--- config.mk ---
export PLATFORM = sky130hd
export DESIGN_NAME = updown_autoreload_timer
export DESIGN_NICKNAME = d
export VERILOG_FILES = /design/src/logic/timer_pkg.sv /design/src/logic/tick_if.sv /design/src/logic/count_tick_gen.sv /design/src/logic/updown_autoreload_timer.sv
export VERILOG_INCLUDE_DIRS = /design/src /design/src/logic
export SDC_FILE = /design/constraint.sdc
export NUM_CORES = 1
export LEC_CHECK = 0
export ABC_AREA = 1
export BUFFER_PORTS_ARGS = -buffer_cell sky130_fd_sc_hd__buf_2
export CAP_MARGIN = 20
export CORE_MARGIN = 3
export CORE_UTILIZATION = 52
export DETAILED_ROUTE_END_ITERATION = 7
export PLACE_DENSITY_LB_ADDON = 0.3
export SYNTH_ARGS = -nofsm -noshare
export SYNTH_HDL_FRONTEND = slang
export SYNTH_SLANG_ARGS = --single-unit
--- constraint.sdc ---
create_clock -name aclk -period 2.95 [get_ports aclk]
set_clock_uncertainty 0.1 [all_clocks]
set_input_delay 0.4425 -clock aclk [delete_from_list [all_inputs] [get_ports aclk]]
set_output_delay 0.4425 -clock aclk [all_outputs]
set_load 0.01 [all_outputs]
--- src/logic/timer_regs.svh ---
`ifndef TIMER_REGS_SVH
`define TIMER_REGS_SVH

// Register byte offsets on the AXI4-Lite bus
`define OFS_CONTROL 8'h00
`define OFS_MODE 8'h04
`define OFS_COUNT_LOW 8'h08
`define OFS_COUNT_HIGH 8'h0C
`define OFS_RELOAD_LOW 8'h10
`define OFS_RELOAD_HIGH 8'h14

// Control register field positions
`define CTL_OVERFLOW 7
`define CTL_EXT_TOGGLE 6
`define CTL_RECEIVE_CLK 5
`define CTL_TRANSMIT_CLK 4
`define CTL_EXT_ENABLE 3
`define CTL_RUN 2
`define CTL_TIMER_COUNTER 1
`define CTL_CAPTURE_RELOAD 0

// Mode register field positions
`define MOD_CLOCK_OUT 1
`define MOD_UPDOWN 0

// Reset values
`define RST_CONTROL 8'h00
`define RST_MODE 2'h0
`define RST_BYTE 8'h00

// Oscillator prescale ratio in timer operation
`define OSC_DIVIDE 4'hC

// Count limits
`define COUNT_TOP 16'hFFFF
`define COUNT_ZERO 16'h0000
`define COUNT_ONE 16'h0001

// Bus responses
`define RESP_OKAY 2'h0
`define RESP_SLVERR 2'h2

`endif

--- src/logic/timer_pkg.sv ---
`default_nettype none

package timer_pkg;

  // Operating mode picked from the clock-select and capture/reload bits
  typedef enum logic [1:0] {
    MODE_CAPTURE,
    MODE_RELOAD,
    MODE_BAUD
  } timer_mode_e;

  // Register selected by a bus address
  typedef enum logic [2:0] {
    SEL_NONE,
    SEL_CONTROL,
    SEL_MODE,
    SEL_COUNT_LOW,
    SEL_COUNT_HIGH,
    SEL_RELOAD_LOW,
    SEL_RELOAD_HIGH
  } reg_sel_e;

endpackage

`default_nettype wire

--- src/logic/tick_if.sv ---
`timescale 1ns/1ps
`default_nettype none

// Count source select going out, count ticks and pin edges coming back
interface tick_if;
  logic timer_counter_select;
  logic count_tick;
  logic dir_fall;
  modport gen (input timer_counter_select, output count_tick, output dir_fall);
  modport core (output timer_counter_select, input count_tick, input dir_fall);
endinterface

`default_nettype wire

--- src/logic/count_tick_gen.sv ---
`timescale 1ns/1ps
`default_nettype none
`include "timer_regs.svh"

module count_tick_gen (
  input wire logic aclk,
  input wire logic aresetn,
  input wire logic count_input_pin,
  input wire logic direction_pin,
  tick_if.gen tb
);

  logic [3:0] prescale_r; // Oscillator divider phase
  logic count_pin_r; // Last sample of the count pin
  logic dir_pin_r; // Last sample of the direction pin
  logic tick_r;
  logic fall_r;

  // *******************************
  // Prescaler and edge detectors
  // *******************************

  wire prescale_wrap = (prescale_r == (`OSC_DIVIDE - 4'h1));
  wire count_fall = count_pin_r & ~count_input_pin;
  wire tick_nxt = tb.timer_counter_select ? count_fall : prescale_wrap;

  // Divider runs free, so a run bit set mid-period gives a short first tick
  always_ff @(posedge aclk) begin
    if (!aresetn) begin
      prescale_r <= 4'h0;
    end else begin
      prescale_r <= prescale_wrap ? 4'h0 : prescale_r + 4'h1;
    end
  end

  // One-cycle tick per falling pin edge or per divided period
  always_ff @(posedge aclk) begin
    if (!aresetn) begin
      count_pin_r <= 1'b1;
      dir_pin_r <= 1'b1;
      tick_r <= 1'b0;
      fall_r <= 1'b0;
    end else begin
      count_pin_r <= count_input_pin;
      dir_pin_r <= direction_pin;
      tick_r <= tick_nxt;
      fall_r <= dir_pin_r & ~direction_pin;
    end
  end

  assign tb.count_tick = tick_r;
  assign tb.dir_fall = fall_r;

endmodule

`default_nettype wire

--- src/logic/updown_autoreload_timer.sv ---
// Our own choices: the register addresses and register access over AXI4-Lite.
`timescale 1ns/1ps
`default_nettype none
`include "timer_regs.svh"

module updown_autoreload_timer
  import timer_pkg::*;
(
  input wire logic aclk,
  input wire logic aresetn,
  input wire logic [7:0] awaddr,
  input wire logic awvalid,
  output logic awready,
  input wire logic [31:0] wdata,
  input wire logic [3:0] wstrb,
  input wire logic wvalid,
  output logic wready,
  output logic [1:0] bresp,
  output logic bvalid,
  input wire logic bready,
  input wire logic [7:0] araddr,
  input wire logic arvalid,
  output logic arready,
  output logic [31:0] rdata,
  output logic [1:0] rresp,
  output logic rvalid,
  input wire logic rready,
  input wire logic count_input_pin,
  input wire logic direction_pin,
  output logic timer_irq,
  output logic toggle_flag_out
);

  // *******************************
  // Helpers
  // *******************************

  // Map a byte address to a register; low two bits are ignored
  function automatic reg_sel_e decode_addr(input logic [7:0] addr);
    logic [7:0] word;
    word = {addr[7:2], 2'b00};
    unique case (word)
      `OFS_CONTROL: decode_addr = SEL_CONTROL;
      `OFS_MODE: decode_addr = SEL_MODE;
      `OFS_COUNT_LOW: decode_addr = SEL_COUNT_LOW;
      `OFS_COUNT_HIGH: decode_addr = SEL_COUNT_HIGH;
      `OFS_RELOAD_LOW: decode_addr = SEL_RELOAD_LOW;
      `OFS_RELOAD_HIGH: decode_addr = SEL_RELOAD_HIGH;
      default: decode_addr = SEL_NONE;
    endcase
  endfunction

  // *******************************
  // State
  // *******************************

  logic [7:0] control_r; // Timer control register
  logic [1:0] mode_r; // Timer mode register
  logic [7:0] count_low_byte_r; // Low count byte
  logic [7:0] count_high_byte_r; // High count byte
  logic [7:0] reload_low_byte_r; // Low reload byte
  logic [7:0] reload_high_byte_r; // High reload byte
  logic aw_held_r; // Write address taken, waiting
  logic w_held_r; // Write data taken, waiting
  logic [7:0] awaddr_r;
  logic [7:0] wdata_r;
  logic wstrb_r; // Only lane 0 carries register data
  logic awready_r;
  logic wready_r;
  logic bvalid_r;
  logic [1:0] bresp_r;
  logic arready_r;
  logic rvalid_r;
  logic [31:0] rdata_r;
  logic [1:0] rresp_r;
  logic timer_irq_r;
  logic toggle_flag_r;

  tick_if tick_bus ();

  count_tick_gen tick_gen (
    .aclk(aclk),
    .aresetn(aresetn),
    .count_input_pin(count_input_pin),
    .direction_pin(direction_pin),
    .tb(tick_bus)
  );

  // Pin edges or divided oscillator, per the select bit
  assign tick_bus.timer_counter_select = control_r[`CTL_TIMER_COUNTER];

  // *******************************
  // Field views
  // *******************************

  wire run_control = control_r[`CTL_RUN];
  wire receive_clock_select = control_r[`CTL_RECEIVE_CLK];
  wire transmit_clock_select = control_r[`CTL_TRANSMIT_CLK];
  wire capture_reload_select = control_r[`CTL_CAPTURE_RELOAD];
  wire external_enable = control_r[`CTL_EXT_ENABLE];
  wire overflow_flag = control_r[`CTL_OVERFLOW];
  wire external_toggle_flag = control_r[`CTL_EXT_TOGGLE];
  wire updown_enable = mode_r[`MOD_UPDOWN];
  wire serial_clocking = receive_clock_select | transmit_clock_select;

  // Clock selects override capture/reload: a baud clock must always reload
  wire timer_mode_e mode_w = serial_clocking ? MODE_BAUD :
    (capture_reload_select ? MODE_CAPTURE : MODE_RELOAD);

  // *******************************
  // Counting datapath
  // *******************************

  wire [15:0] count_w = {count_high_byte_r, count_low_byte_r};
  wire [15:0] reload_w = {reload_high_byte_r, reload_low_byte_r};
  wire step_w = run_control & tick_bus.count_tick;
  wire updown_active = (mode_w == MODE_RELOAD) & updown_enable;
  // Direction pin only matters with up/down on; otherwise always up
  wire count_up = ~updown_active | direction_pin;
  wire overflow_w = step_w & count_up & (count_w == `COUNT_TOP);
  wire underflow_w = step_w & ~count_up & (count_w == reload_w);
  wire wrap_w = overflow_w | underflow_w;

  // Pin falls only act as capture/reload triggers outside up/down
  wire ext_event_w = external_enable & tick_bus.dir_fall & ~updown_active;
  wire capture_w = ext_event_w & (mode_w == MODE_CAPTURE);
  wire ext_reload_w = ext_event_w & (mode_w == MODE_RELOAD);

  // Low byte carries into the high byte through the 16-bit step
  wire [15:0] count_inc = count_w + `COUNT_ONE;
  wire [15:0] count_dec = count_w - `COUNT_ONE;
  wire [15:0] overflow_load = (mode_w == MODE_CAPTURE) ? `COUNT_ZERO : reload_w;
  wire [15:0] count_hw =
    underflow_w ? `COUNT_TOP :
    overflow_w ? overflow_load :
    ext_reload_w ? reload_w :
    step_w ? (count_up ? count_inc : count_dec) :
    count_w;

  // Flag left alone while the timer clocks the serial port
  wire flag_set = wrap_w & ~serial_clocking;
  wire toggle_now = wrap_w & updown_active;

  // *******************************
  // Write decode
  // *******************************

  wire wr_go = aw_held_r & w_held_r & ~bvalid_r;
  wire reg_sel_e wr_sel = decode_addr(awaddr_r);
  wire wr_en = wr_go & wstrb_r;
  wire wr_control = wr_en & (wr_sel == SEL_CONTROL);
  wire wr_mode = wr_en & (wr_sel == SEL_MODE);
  wire wr_count_low = wr_en & (wr_sel == SEL_COUNT_LOW);
  wire wr_count_high = wr_en & (wr_sel == SEL_COUNT_HIGH);
  wire wr_reload_low = wr_en & (wr_sel == SEL_RELOAD_LOW);
  wire wr_reload_high = wr_en & (wr_sel == SEL_RELOAD_HIGH);

  // Control next value: software write, then hardware events on top
  wire [7:0] control_base = wr_control ? wdata_r : control_r;
  // Toggle follows the live bit; a set event wins over a software clear
  wire toggle_hw = toggle_now ? ~external_toggle_flag : control_base[`CTL_EXT_TOGGLE];
  wire toggle_nxt = toggle_hw | ext_event_w;
  wire overflow_nxt = control_base[`CTL_OVERFLOW] | flag_set;
  wire [7:0] control_nxt = {overflow_nxt, toggle_nxt, control_base[5:0]};

  // A bus write to a count byte wins over counting in that cycle
  wire [7:0] count_low_nxt = wr_count_low ? wdata_r : count_hw[7:0];
  wire [7:0] count_high_nxt = wr_count_high ? wdata_r : count_hw[15:8];
  wire [7:0] reload_low_nxt =
    capture_w ? count_w[7:0] : (wr_reload_low ? wdata_r : reload_low_byte_r);
  wire [7:0] reload_high_nxt =
    capture_w ? count_w[15:8] : (wr_reload_high ? wdata_r : reload_high_byte_r);

  // Toggle flag only interrupts with the up/down bit clear; in up/down it is a 17th bit
  wire irq_nxt = overflow_nxt | (toggle_nxt & ~mode_r[`MOD_UPDOWN]);

  // *******************************
  // Read decode
  // *******************************

  wire reg_sel_e rd_sel = decode_addr(araddr);
  wire [7:0] rd_byte =
    (rd_sel == SEL_CONTROL) ? control_r :
    (rd_sel == SEL_MODE) ? {6'h00, mode_r} :
    (rd_sel == SEL_COUNT_LOW) ? count_low_byte_r :
    (rd_sel == SEL_COUNT_HIGH) ? count_high_byte_r :
    (rd_sel == SEL_RELOAD_LOW) ? reload_low_byte_r :
    reload_high_byte_r;
  wire [1:0] rd_resp = (rd_sel == SEL_NONE) ? `RESP_SLVERR : `RESP_OKAY;
  wire [1:0] wr_resp = (wr_sel == SEL_NONE) ? `RESP_SLVERR : `RESP_OKAY;

  // *******************************
  // Timer registers
  // *******************************

  // Control and mode
  always_ff @(posedge aclk) begin
    if (!aresetn) begin
      control_r <= `RST_CONTROL;
      mode_r <= `RST_MODE;
    end else begin
      control_r <= control_nxt;
      mode_r <= wr_mode ? wdata_r[1:0] : mode_r;
    end
  end

  // Count bytes
  always_ff @(posedge aclk) begin
    if (!aresetn) begin
      count_low_byte_r <= `RST_BYTE;
      count_high_byte_r <= `RST_BYTE;
    end else begin
      count_low_byte_r <= count_low_nxt;
      count_high_byte_r <= count_high_nxt;
    end
  end

  // Reload bytes, also the capture target
  always_ff @(posedge aclk) begin
    if (!aresetn) begin
      reload_low_byte_r <= `RST_BYTE;
      reload_high_byte_r <= `RST_BYTE;
    end else begin
      reload_low_byte_r <= reload_low_nxt;
      reload_high_byte_r <= reload_high_nxt;
    end
  end

  // Registered outputs track the flags with their next value
  always_ff @(posedge aclk) begin
    if (!aresetn) begin
      timer_irq_r <= 1'b0;
      toggle_flag_r <= 1'b0;
    end else begin
      timer_irq_r <= irq_nxt;
      toggle_flag_r <= toggle_nxt;
    end
  end

  // *******************************
  // AXI4-Lite write channels
  // *******************************

  wire aw_take = awvalid & awready_r;
  wire w_take = wvalid & wready_r;
  wire b_done = bvalid_r & bready;

  // Address and data taken in either order; each ready drops once held
  always_ff @(posedge aclk) begin
    if (!aresetn) begin
      aw_held_r <= 1'b0;
      awready_r <= 1'b1;
      awaddr_r <= 8'h00;
    end else if (aw_take) begin
      aw_held_r <= 1'b1;
      awready_r <= 1'b0;
      awaddr_r <= awaddr;
    end else if (b_done) begin
      aw_held_r <= 1'b0;
      awready_r <= 1'b1;
    end
  end

  // Write data holder
  always_ff @(posedge aclk) begin
    if (!aresetn) begin
      w_held_r <= 1'b0;
      wready_r <= 1'b1;
      wdata_r <= 8'h00;
      wstrb_r <= 1'b0;
    end else if (w_take) begin
      w_held_r <= 1'b1;
      wready_r <= 1'b0;
      wdata_r <= wdata[7:0];
      wstrb_r <= wstrb[0];
    end else if (b_done) begin
      w_held_r <= 1'b0;
      wready_r <= 1'b1;
    end
  end

  // Response one cycle after both halves are held
  always_ff @(posedge aclk) begin
    if (!aresetn) begin
      bvalid_r <= 1'b0;
      bresp_r <= `RESP_OKAY;
    end else if (wr_go) begin
      bvalid_r <= 1'b1;
      bresp_r <= wr_resp;
    end else if (b_done) begin
      bvalid_r <= 1'b0;
    end
  end

  // *******************************
  // AXI4-Lite read channels
  // *******************************

  // Data sampled at the address edge; no side effects on read
  always_ff @(posedge aclk) begin
    if (!aresetn) begin
      arready_r <= 1'b1;
      rvalid_r <= 1'b0;
      rdata_r <= 32'h00000000;
      rresp_r <= `RESP_OKAY;
    end else if (arvalid & arready_r) begin
      arready_r <= 1'b0;
      rvalid_r <= 1'b1;
      rdata_r <= {24'h000000, (rd_sel == SEL_NONE) ? 8'h00 : rd_byte};
      rresp_r <= rd_resp;
    end else if (rvalid_r & rready) begin
      arready_r <= 1'b1;
      rvalid_r <= 1'b0;
    end
  end

  assign awready = awready_r;
  assign wready = wready_r;
  assign bvalid = bvalid_r;
  assign bresp = bresp_r;
  assign arready = arready_r;
  assign rvalid = rvalid_r;
  assign rdata = rdata_r;
  assign rresp = rresp_r;
  assign timer_irq = timer_irq_r;
  assign toggle_flag_out = toggle_flag_r;

endmodule

`default_nettype wire

==> metrics.md, run 1 <==
| Metric | Value |
|---|---|
| Critical-path top delay cell | `nor2_4` |
| Crit path arrival time | `between 2000 and 3000 ps` |
| Synth Flop Type | `dfxtp_1` |
| DR pass1 iterations | `6` |
| Startpoint types | `flip-flop` |
| Mean routed wirelength per cell | `approximately 17 um` |
| P_sw | `around 630 uW` |
| Sink Count | `between 80 and 90` |
| Slew Limit Fails | `0` |
| Syn_area_per_cell | `around 6.3 sq um` |
| Grt ovf | `0` |
| Hold Crit Class | `in2reg` |
| Via count | `around 6200` |
| Top sig layer | `met4` |
| FMAX | `around 0.41 GHz` |
| Initial drt markers | `about 640` |
| Largest area contributor in the netlist | `dfxtp_1` |
| Clock network fraction of design power | `around 41%` |
| # diodes | `0` |
| DR DRC count | `0` |
| Die area | `12200 sq um` |
| Number of global-route vias before repair | `about 5800` |
| Worst-margin pin slew | `slightly below 700 ps` |
| Worst r2r dst | `count_high_byte_r[1]` |
| Die span in x | `roughly 110 um` |
| Top cells by count, synth | `nand2_1, inv_1, a21oi_1` |
| Final hold violations | `0` |
| Clock-pin slew on the worst setup and hold paths | `approximately 100 ps` |
| CP dominant cell by count | `nand2_1` |
| Peak per-stage delay on the critical path | `between 300 and 400 ps` |
| Post-synthesis sequential area ratio | `between 20% and 30%` |
| # port buffers | `46` |
| Combinational Power Share | `under 10%` |
| Simple-gate share of the synthesized area | `between 30% and 40%` |
| Cell area after layout | `slightly above 6000 sq um` |
| Final wirelength | `around 18000 um` |
| Synth area leaders | `dfxtp_1, nand2_1, a21oi_1` |
| Core Footprint | `approximately 10000 sq um` |
| Clock latency on the worst-skew pair | `between 300 and 400 ps` |
| Int Power | `1710 uW` |
| Post-DP HPWL | `~13000 um` |
| RD Place Congestion | `between 1 and 1.5` |
| Cell Area, Synth | `about 5700 sq um` |
| Cells after synthesis | `901` |
| Critical Path RT | `3100 ps` |
| Relative slew margins | `between 50 and 60%` |
| Fill cells | `1086` |
| WL met1 | `around 7000 um` |
| Unrepaired setup endpoints after global routing | `no` |
| DR vias/cell | `~5.7` |
| Worst-path cell chain | `nor2_4 -> nand3_2 -> nor2_4 -> nand2_1 -> nand2_1 -> inv_1 -> nand2_1 -> nor2_1 -> nand2_1 -> nand2_1 -> nand2_1 -> nand2_1 -> nand2_1 -> nand3_1 -> nand2_1 -> a21oi_2` |
| Initial Util | `between 50% and 60%` |
| Adder-cell share of the synthesized area | `less than 1%` |
| Hold EP | `tick_gen.count_pin_r` |
| Post-Synth XOR/XNOR Area | `under 10%` |
| Area share of the leading cell type in the synthesized netlist | `29.2%` |
| Clock root buffer master | `clkbuf_8` |
| R2R cell count | `16` |
| TritonCTS clock tree | `built` |
| Worst r2r src | `control_r[4]` |
| Crit path time final | `between 2000 and 2500 ps` |
| Routed Antenna Nets | `0` |
| # IOs | `between 100 and 150` |
| GRT Overall Usage | `between 20 and 30%` |
| Post-synth EDFFs | `0` |
| Wire length on met3 | `a little under 2000 um` |
| H-tree lvl count | `3` |
| Reg power frac | `50.9%` |
| Syn-to-layout area delta | `8.71%` |
| Register bit total from synthesis | `just over 80` |
| Unique cell type count in the Yosys netlist | `between 50 and 60` |
| TritonCTS Buffers | `9` |
| Initial antenna violation count | `0` |
| Max Cap Viol | `0` |
| Pwr dens | `approximately 380 nW/um^2` |
| Pleak | `between 0.002 and 0.003 uW` |
| Critical path class | `reg2reg` |
| R2R setup slack | `approximately 500 ps` |
| Clk buf depth | `2` |
| Worst hold path depth | `2` |
| Num rows | `37` |
| VDD IR max | `roughly 0.00038 V` |
| Pin count of the biggest net entering global routing | `45` |
| Met2 routed WL | `8000 um` |
| Critical path endpoint category | `flip-flop` |
| Layout cell share with drive strength beyond 1 | `between 10% and 20%` |
| Hold_sp | `count_input_pin` |
| Fin crit share | `a little over four fifths` |
| Sw frac | `a little over a quarter` |
| Yosys warnings | `0` |
| Compound-cell area share of the yosys netlist | `24.2%` |
| Placed Area | `5950 sq um` |
| First-pass GRT wire length | `about 29000 um` |
| Largest fanout on the critical path | `13` |
| Cts hold-fix bufs | `0` |
| DIE HEIGHT | `111 um` |
| Main combinational cell family by area after synthesis | `simple AND/OR/NAND/NOR gates` |
| Count of final setup violators | `0` |
| Status | `finished clean` |
| Setup total negative slack | `0 ps` |
| Most frequent cell after synthesis | `nand2_1` |
| Cells resized by post-CTS repair | `0` |
| Final Net Count | `1006` |
| Setup repair bufs after CTS | `0` |
| Mux cell area share after synthesis | `0%` |
| Asr flop ratio synth | `0%` |
## registers in the layout (all words and copies together), names as in the netlist, 6 cells and up
register / count
awaddr_r: 6
wdata_r: 8
rdata: 8
reload_low_byte_r: 8
count_low_byte_r: 8
reload_high_byte_r: 8
count_high_byte_r: 8
control_r: 8
## worst max path at each step
stage             startpoint                    to  slack (ps)  depth (start not counted)
6_report        control_r[4]  count_high_byte_r[1]         500                         16
3_5_place_dp   direction_pin   count_low_byte_r[4]         500                         11
4_1_cts         control_r[4]  count_high_byte_r[1]         540                         16
2_1_floorplan  direction_pin  count_high_byte_r[4]         910                         15
5_1_grt         control_r[4]  count_high_byte_r[1]         230                         16
3_3_place_gp   direction_pin   count_low_byte_r[4]         490                         11
## power groups by stage
stage          sequential, uW  combinational, uW  clock [uW]
4_1_cts                  1190                197         953
5_1_grt                  1190                230         996
6_report                 1190                198         950
2_1_floorplan            1200                159           0
3_5_place_dp             1220                195           0
3_3_place_gp             1220                191           0
## per-stage QoR
step / setup slack (ps) / util [%] / total power (uW) / cells / hold slack [ps]
finish: 496 / 59.1 / 2340 / 1084 / 179
global route: 233 / 59.1 / 2420 / 1084 / 179
CTS: 538 / 59.1 / 2340 / 1084 / 171
detailed placement: 502 / 56.9 / 1410 / 1068 / 312
global placement: 494 / 56.9 / 1410 / 1068 / 297
floorplan: 914 / - / 1360 / 926 / 293
## final cells by class
cell class | count | area (sq um) | area share (%)
clock inverters | 7 | 110 | 1.78
flip-flops and latches | 83 | 1660 | 26.9
inverters | 122 | 458 | 7.41
multi-input cells | 664 | 3300 | 53.4
repair buffers | 63 | 358 | 5.79
clock buffers | 9 | 124 | 2.00
well taps | 136 | 170 | 2.75
## layout by cell type, fill, tap and decap left out, drive strengths merged, types with 2 or more instances in the layout
cell    netlist  routed
o21bai        5       5
nand3b        2       2
a21oi        96      96
nand3        54      54
clkbuf       20       9
buf          37      63
dfxtp        83      83
or2           4       4
conb          1      26
nor4          3       3
bufinv        0       2
nand4        16      16
xor2          6       6
ha            2       2
inv         119     121
clkinv        3       5
nor3         12      12
o22ai         7       7
nor2         73      73
and2          2       2
nand2       227     227
o221ai        9       9
a41oi        11      11
a31oi        10      10
o21ai        81      81
o211ai       10      10
## logic make-up after synthesis
logic type,after synthesis
other,1
adders and majority gates,2
xor gates and xnor gates,7
and+or+nand+nor,395
AOI/OAI and AO/OA,234
buffers and inverters,179
DFF,83
## routing by layer
| layer | track usage [%] | up-vias |
|---|---|---|
| met4 | 13.1 | 0 |
| met5 | 0 | - |
| met2 | 46.2 | 336 |
| li1 | - | 3023 |
| met1 | 36.6 | 2751 |
| met3 | 7.12 | 53 |
## critical path, delay by kind of cell (launching register included)
| kind | cells | cell delay [ps] |
|---|---|---|
| flops | 1 | 360 |
| compound gates | 1 | 50 |
| buf+inv | 1 | 80 |
| simple gates | 14 | 1770 |
Power figures use the tool's default switching activity.
==> inputs of run 2 (changes only) <==
Clock period 2.95 ns to 2.5 ns, I/O delays scaled along.
==> metrics.md, run 2 (synthesis results as in run 1) <==
| Metric | Value |
|---|---|
| GRT Overall Usage | `28.8% (-0.066 points)` |
| Final Net Count | `1020 (+1.4%)` |
| Crit path arrival time | `2530 ps (-80 ps)` |
| FMAX | `0.430 GHz (+5.5%)` |
| Layout cell share with drive strength beyond 1 | `13.7% (+1.3 points)` |
| Post-DP HPWL | `13600 um (+0.69%)` |
| Cells resized by post-CTS repair | `0 (unchanged)` |
| Final wirelength | `17700 um (-0.84%)` |
| VDD IR max | `0.000451 V (+19%)` |
| Fin crit share | `93.1% (+9.9 points)` |
| Fill cells | `1090 (+0.37%)` |
| TritonCTS Buffers | `9 (unchanged)` |
| Critical path class | `reg2reg` |
| Worst r2r src | `control_r[4]` |
| Status | `complete, but fails checks` |
| Critical path endpoint category | `flip-flop` |
| Syn-to-layout area delta | `10.3%` |
| Sink Count | `83 (unchanged)` |
| Initial drt markers | `713 (+12%)` |
| Initial Util | `54.4% (unchanged)` |
| H-tree lvl count | `3 (unchanged)` |
| Number of global-route vias before repair | `5763 (-0.67%)` |
| Count of final setup violators | `0 (unchanged)` |
| Clock-pin slew on the worst setup and hold paths | `100 ps (about the same)` |
| Failing checks | `design-rule violations` |
| Unrepaired setup endpoints after global routing | `no` |
| First-pass GRT wire length | `28800 um (-0.71%)` |
| Die span in x | `111 um (unchanged)` |
| Cts hold-fix bufs | `0 (unchanged)` |
| Clk buf depth | `2 (unchanged)` |
| # IOs | `104 (unchanged)` |
| Max Cap Viol | `0 (unchanged)` |
| Clock root buffer master | `clkbuf_8` |
| Relative slew margins | `52.0% (-0.83 points)` |
| Mean routed wirelength per cell | `16.2 um (-2.1%)` |
| # port buffers | `46 (unchanged)` |
| Clock latency on the worst-skew pair | `360 ps (about the same)` |
| Grt ovf | `0 (unchanged)` |
| Multi-input logic area | `3300 sq um (unchanged)` |
| Crit path time final | `2330 ps (-127 ps)` |
| Largest fanout on the critical path | `25 (+12)` |
| Pwr dens | `427 nW/um^2 (+13%)` |
| Register Area | `1660 sq um (unchanged)` |
| DR vias/cell | `5.59 (-1.6%)` |
| Hold_sp | `count_input_pin` |
| Setup total negative slack | `0 ps (unchanged)` |
| Worst-margin pin slew | `701 ps (+12.2 ps)` |
| Most common cell after layout, fill and taps aside | `nand2_1` |
| Routed Antenna Nets | `0 (unchanged)` |
| Pleak | `0.00281 uW (+2.3%)` |
| Final hold violations | `0 (unchanged)` |
| Initial antenna violation count | `0 (unchanged)` |
| RD Place Congestion | `1.03 (+1.1%)` |
| Hold Crit Class | `in2reg` |
| Commonest cells after routing, fill and taps aside | `nand2_1, inv_1, a21oi_1` |
| Via count | `6143 (-0.32%)` |
| DR pass1 iterations | `8 (+2)` |
| Core Footprint | `10500 sq um (unchanged)` |
| CP Launch Point | `control_r[4]` |
| DR DRC count | `2 (+2)` |
| Num rows | `37 (unchanged)` |
| TritonCTS clock tree | `built` |
| Die area | `12200 sq um (unchanged)` |
| Pin count of the biggest net entering global routing | `45 (unchanged)` |
| Setup repair bufs after CTS | `0 (unchanged)` |
| Critical Path RT | `2710 ps (-390 ps)` |
| Startpoint types | `flip-flop` |
| # diodes | `0 (unchanged)` |
| Total Power | `2680 uW (+14%)` |
| DIE HEIGHT | `111 um (unchanged)` |
| Slew Limit Fails | `0 (unchanged)` |
-- run 2: cell types whose count changed in the layout (fill, tap and decap cells not counted), sizes merged --
cell | previous run | this run
clkinvlp | 1 | 2
clkinv | 5 | 4
bufinv | 2 | 1
inv | 121 | 122
buf | 63 | 77
-- run 2: report_power, final --
group	switching [uW]	internal [uW]
registers	44.6	1360
logic	157	76.3
clock network	558	478
total	759	1920
-- run 2: layout make-up --
class	count	share of cell area [%]
flip-flops and latches	83	26.5
inverters	122	7.30
clock buffers	9	1.97
repair buffers	77	7.58
clock inverters	7	1.32
well taps	136	2.71
multi-input cells	664	52.6
-- run 2: stage by stage --
step | utilization, % | setup WS (ps) | instance area [sq um] | cells | hold slack, ps
3_3_place_gp | 58.0 | 150 | 6070 | 1082 | 296
3_5_place_dp | 58.0 | 161 | 6070 | 1082 | 302
4_1_cts | 59.9 | 245 | 6270 | 1098 | 98.5
2_1_floorplan | - | 514 | 5780 | 926 | 293
6_report | 59.9 | 173 | 6270 | 1098 | 106
5_1_grt | 59.9 | 15.1 | 6270 | 1098 | 102
-- run 2: metal layers --
layer | vias up | share of wire, % | track usage (%) | wire (um)
met5 | - | 0 | 0 | 0
met4 | 0 | 3.6 | 11.4 | 635
met3 | 53 | 10 | 6.08 | 1850
met2 | 310 | 44 | 46.0 | 7860
met1 | 2720 | 42 | 37.9 | 7400
li1 | 3060 | - | - | -
-- run 2: worst max-delay path, stage by stage, from the launching register on --
cell and delay (ps):
dfxtp_1 360, nor2_4 190, nand4_4 240, buf_12 250, nor3_1 230, nand4_1 300
nand3_1 360, a31oi_1 100, a21oi_2 150
-- run 2: final timing paths --
path                     endpoint  slack [ps]  depth (start not counted)
max          count_high_byte_r[6]         170                          8
min          tick_gen.count_pin_r         110                          2
min reg2reg  tick_gen.tb.dir_fall         310                          2
max reg2reg  count_high_byte_r[6]         170                          8
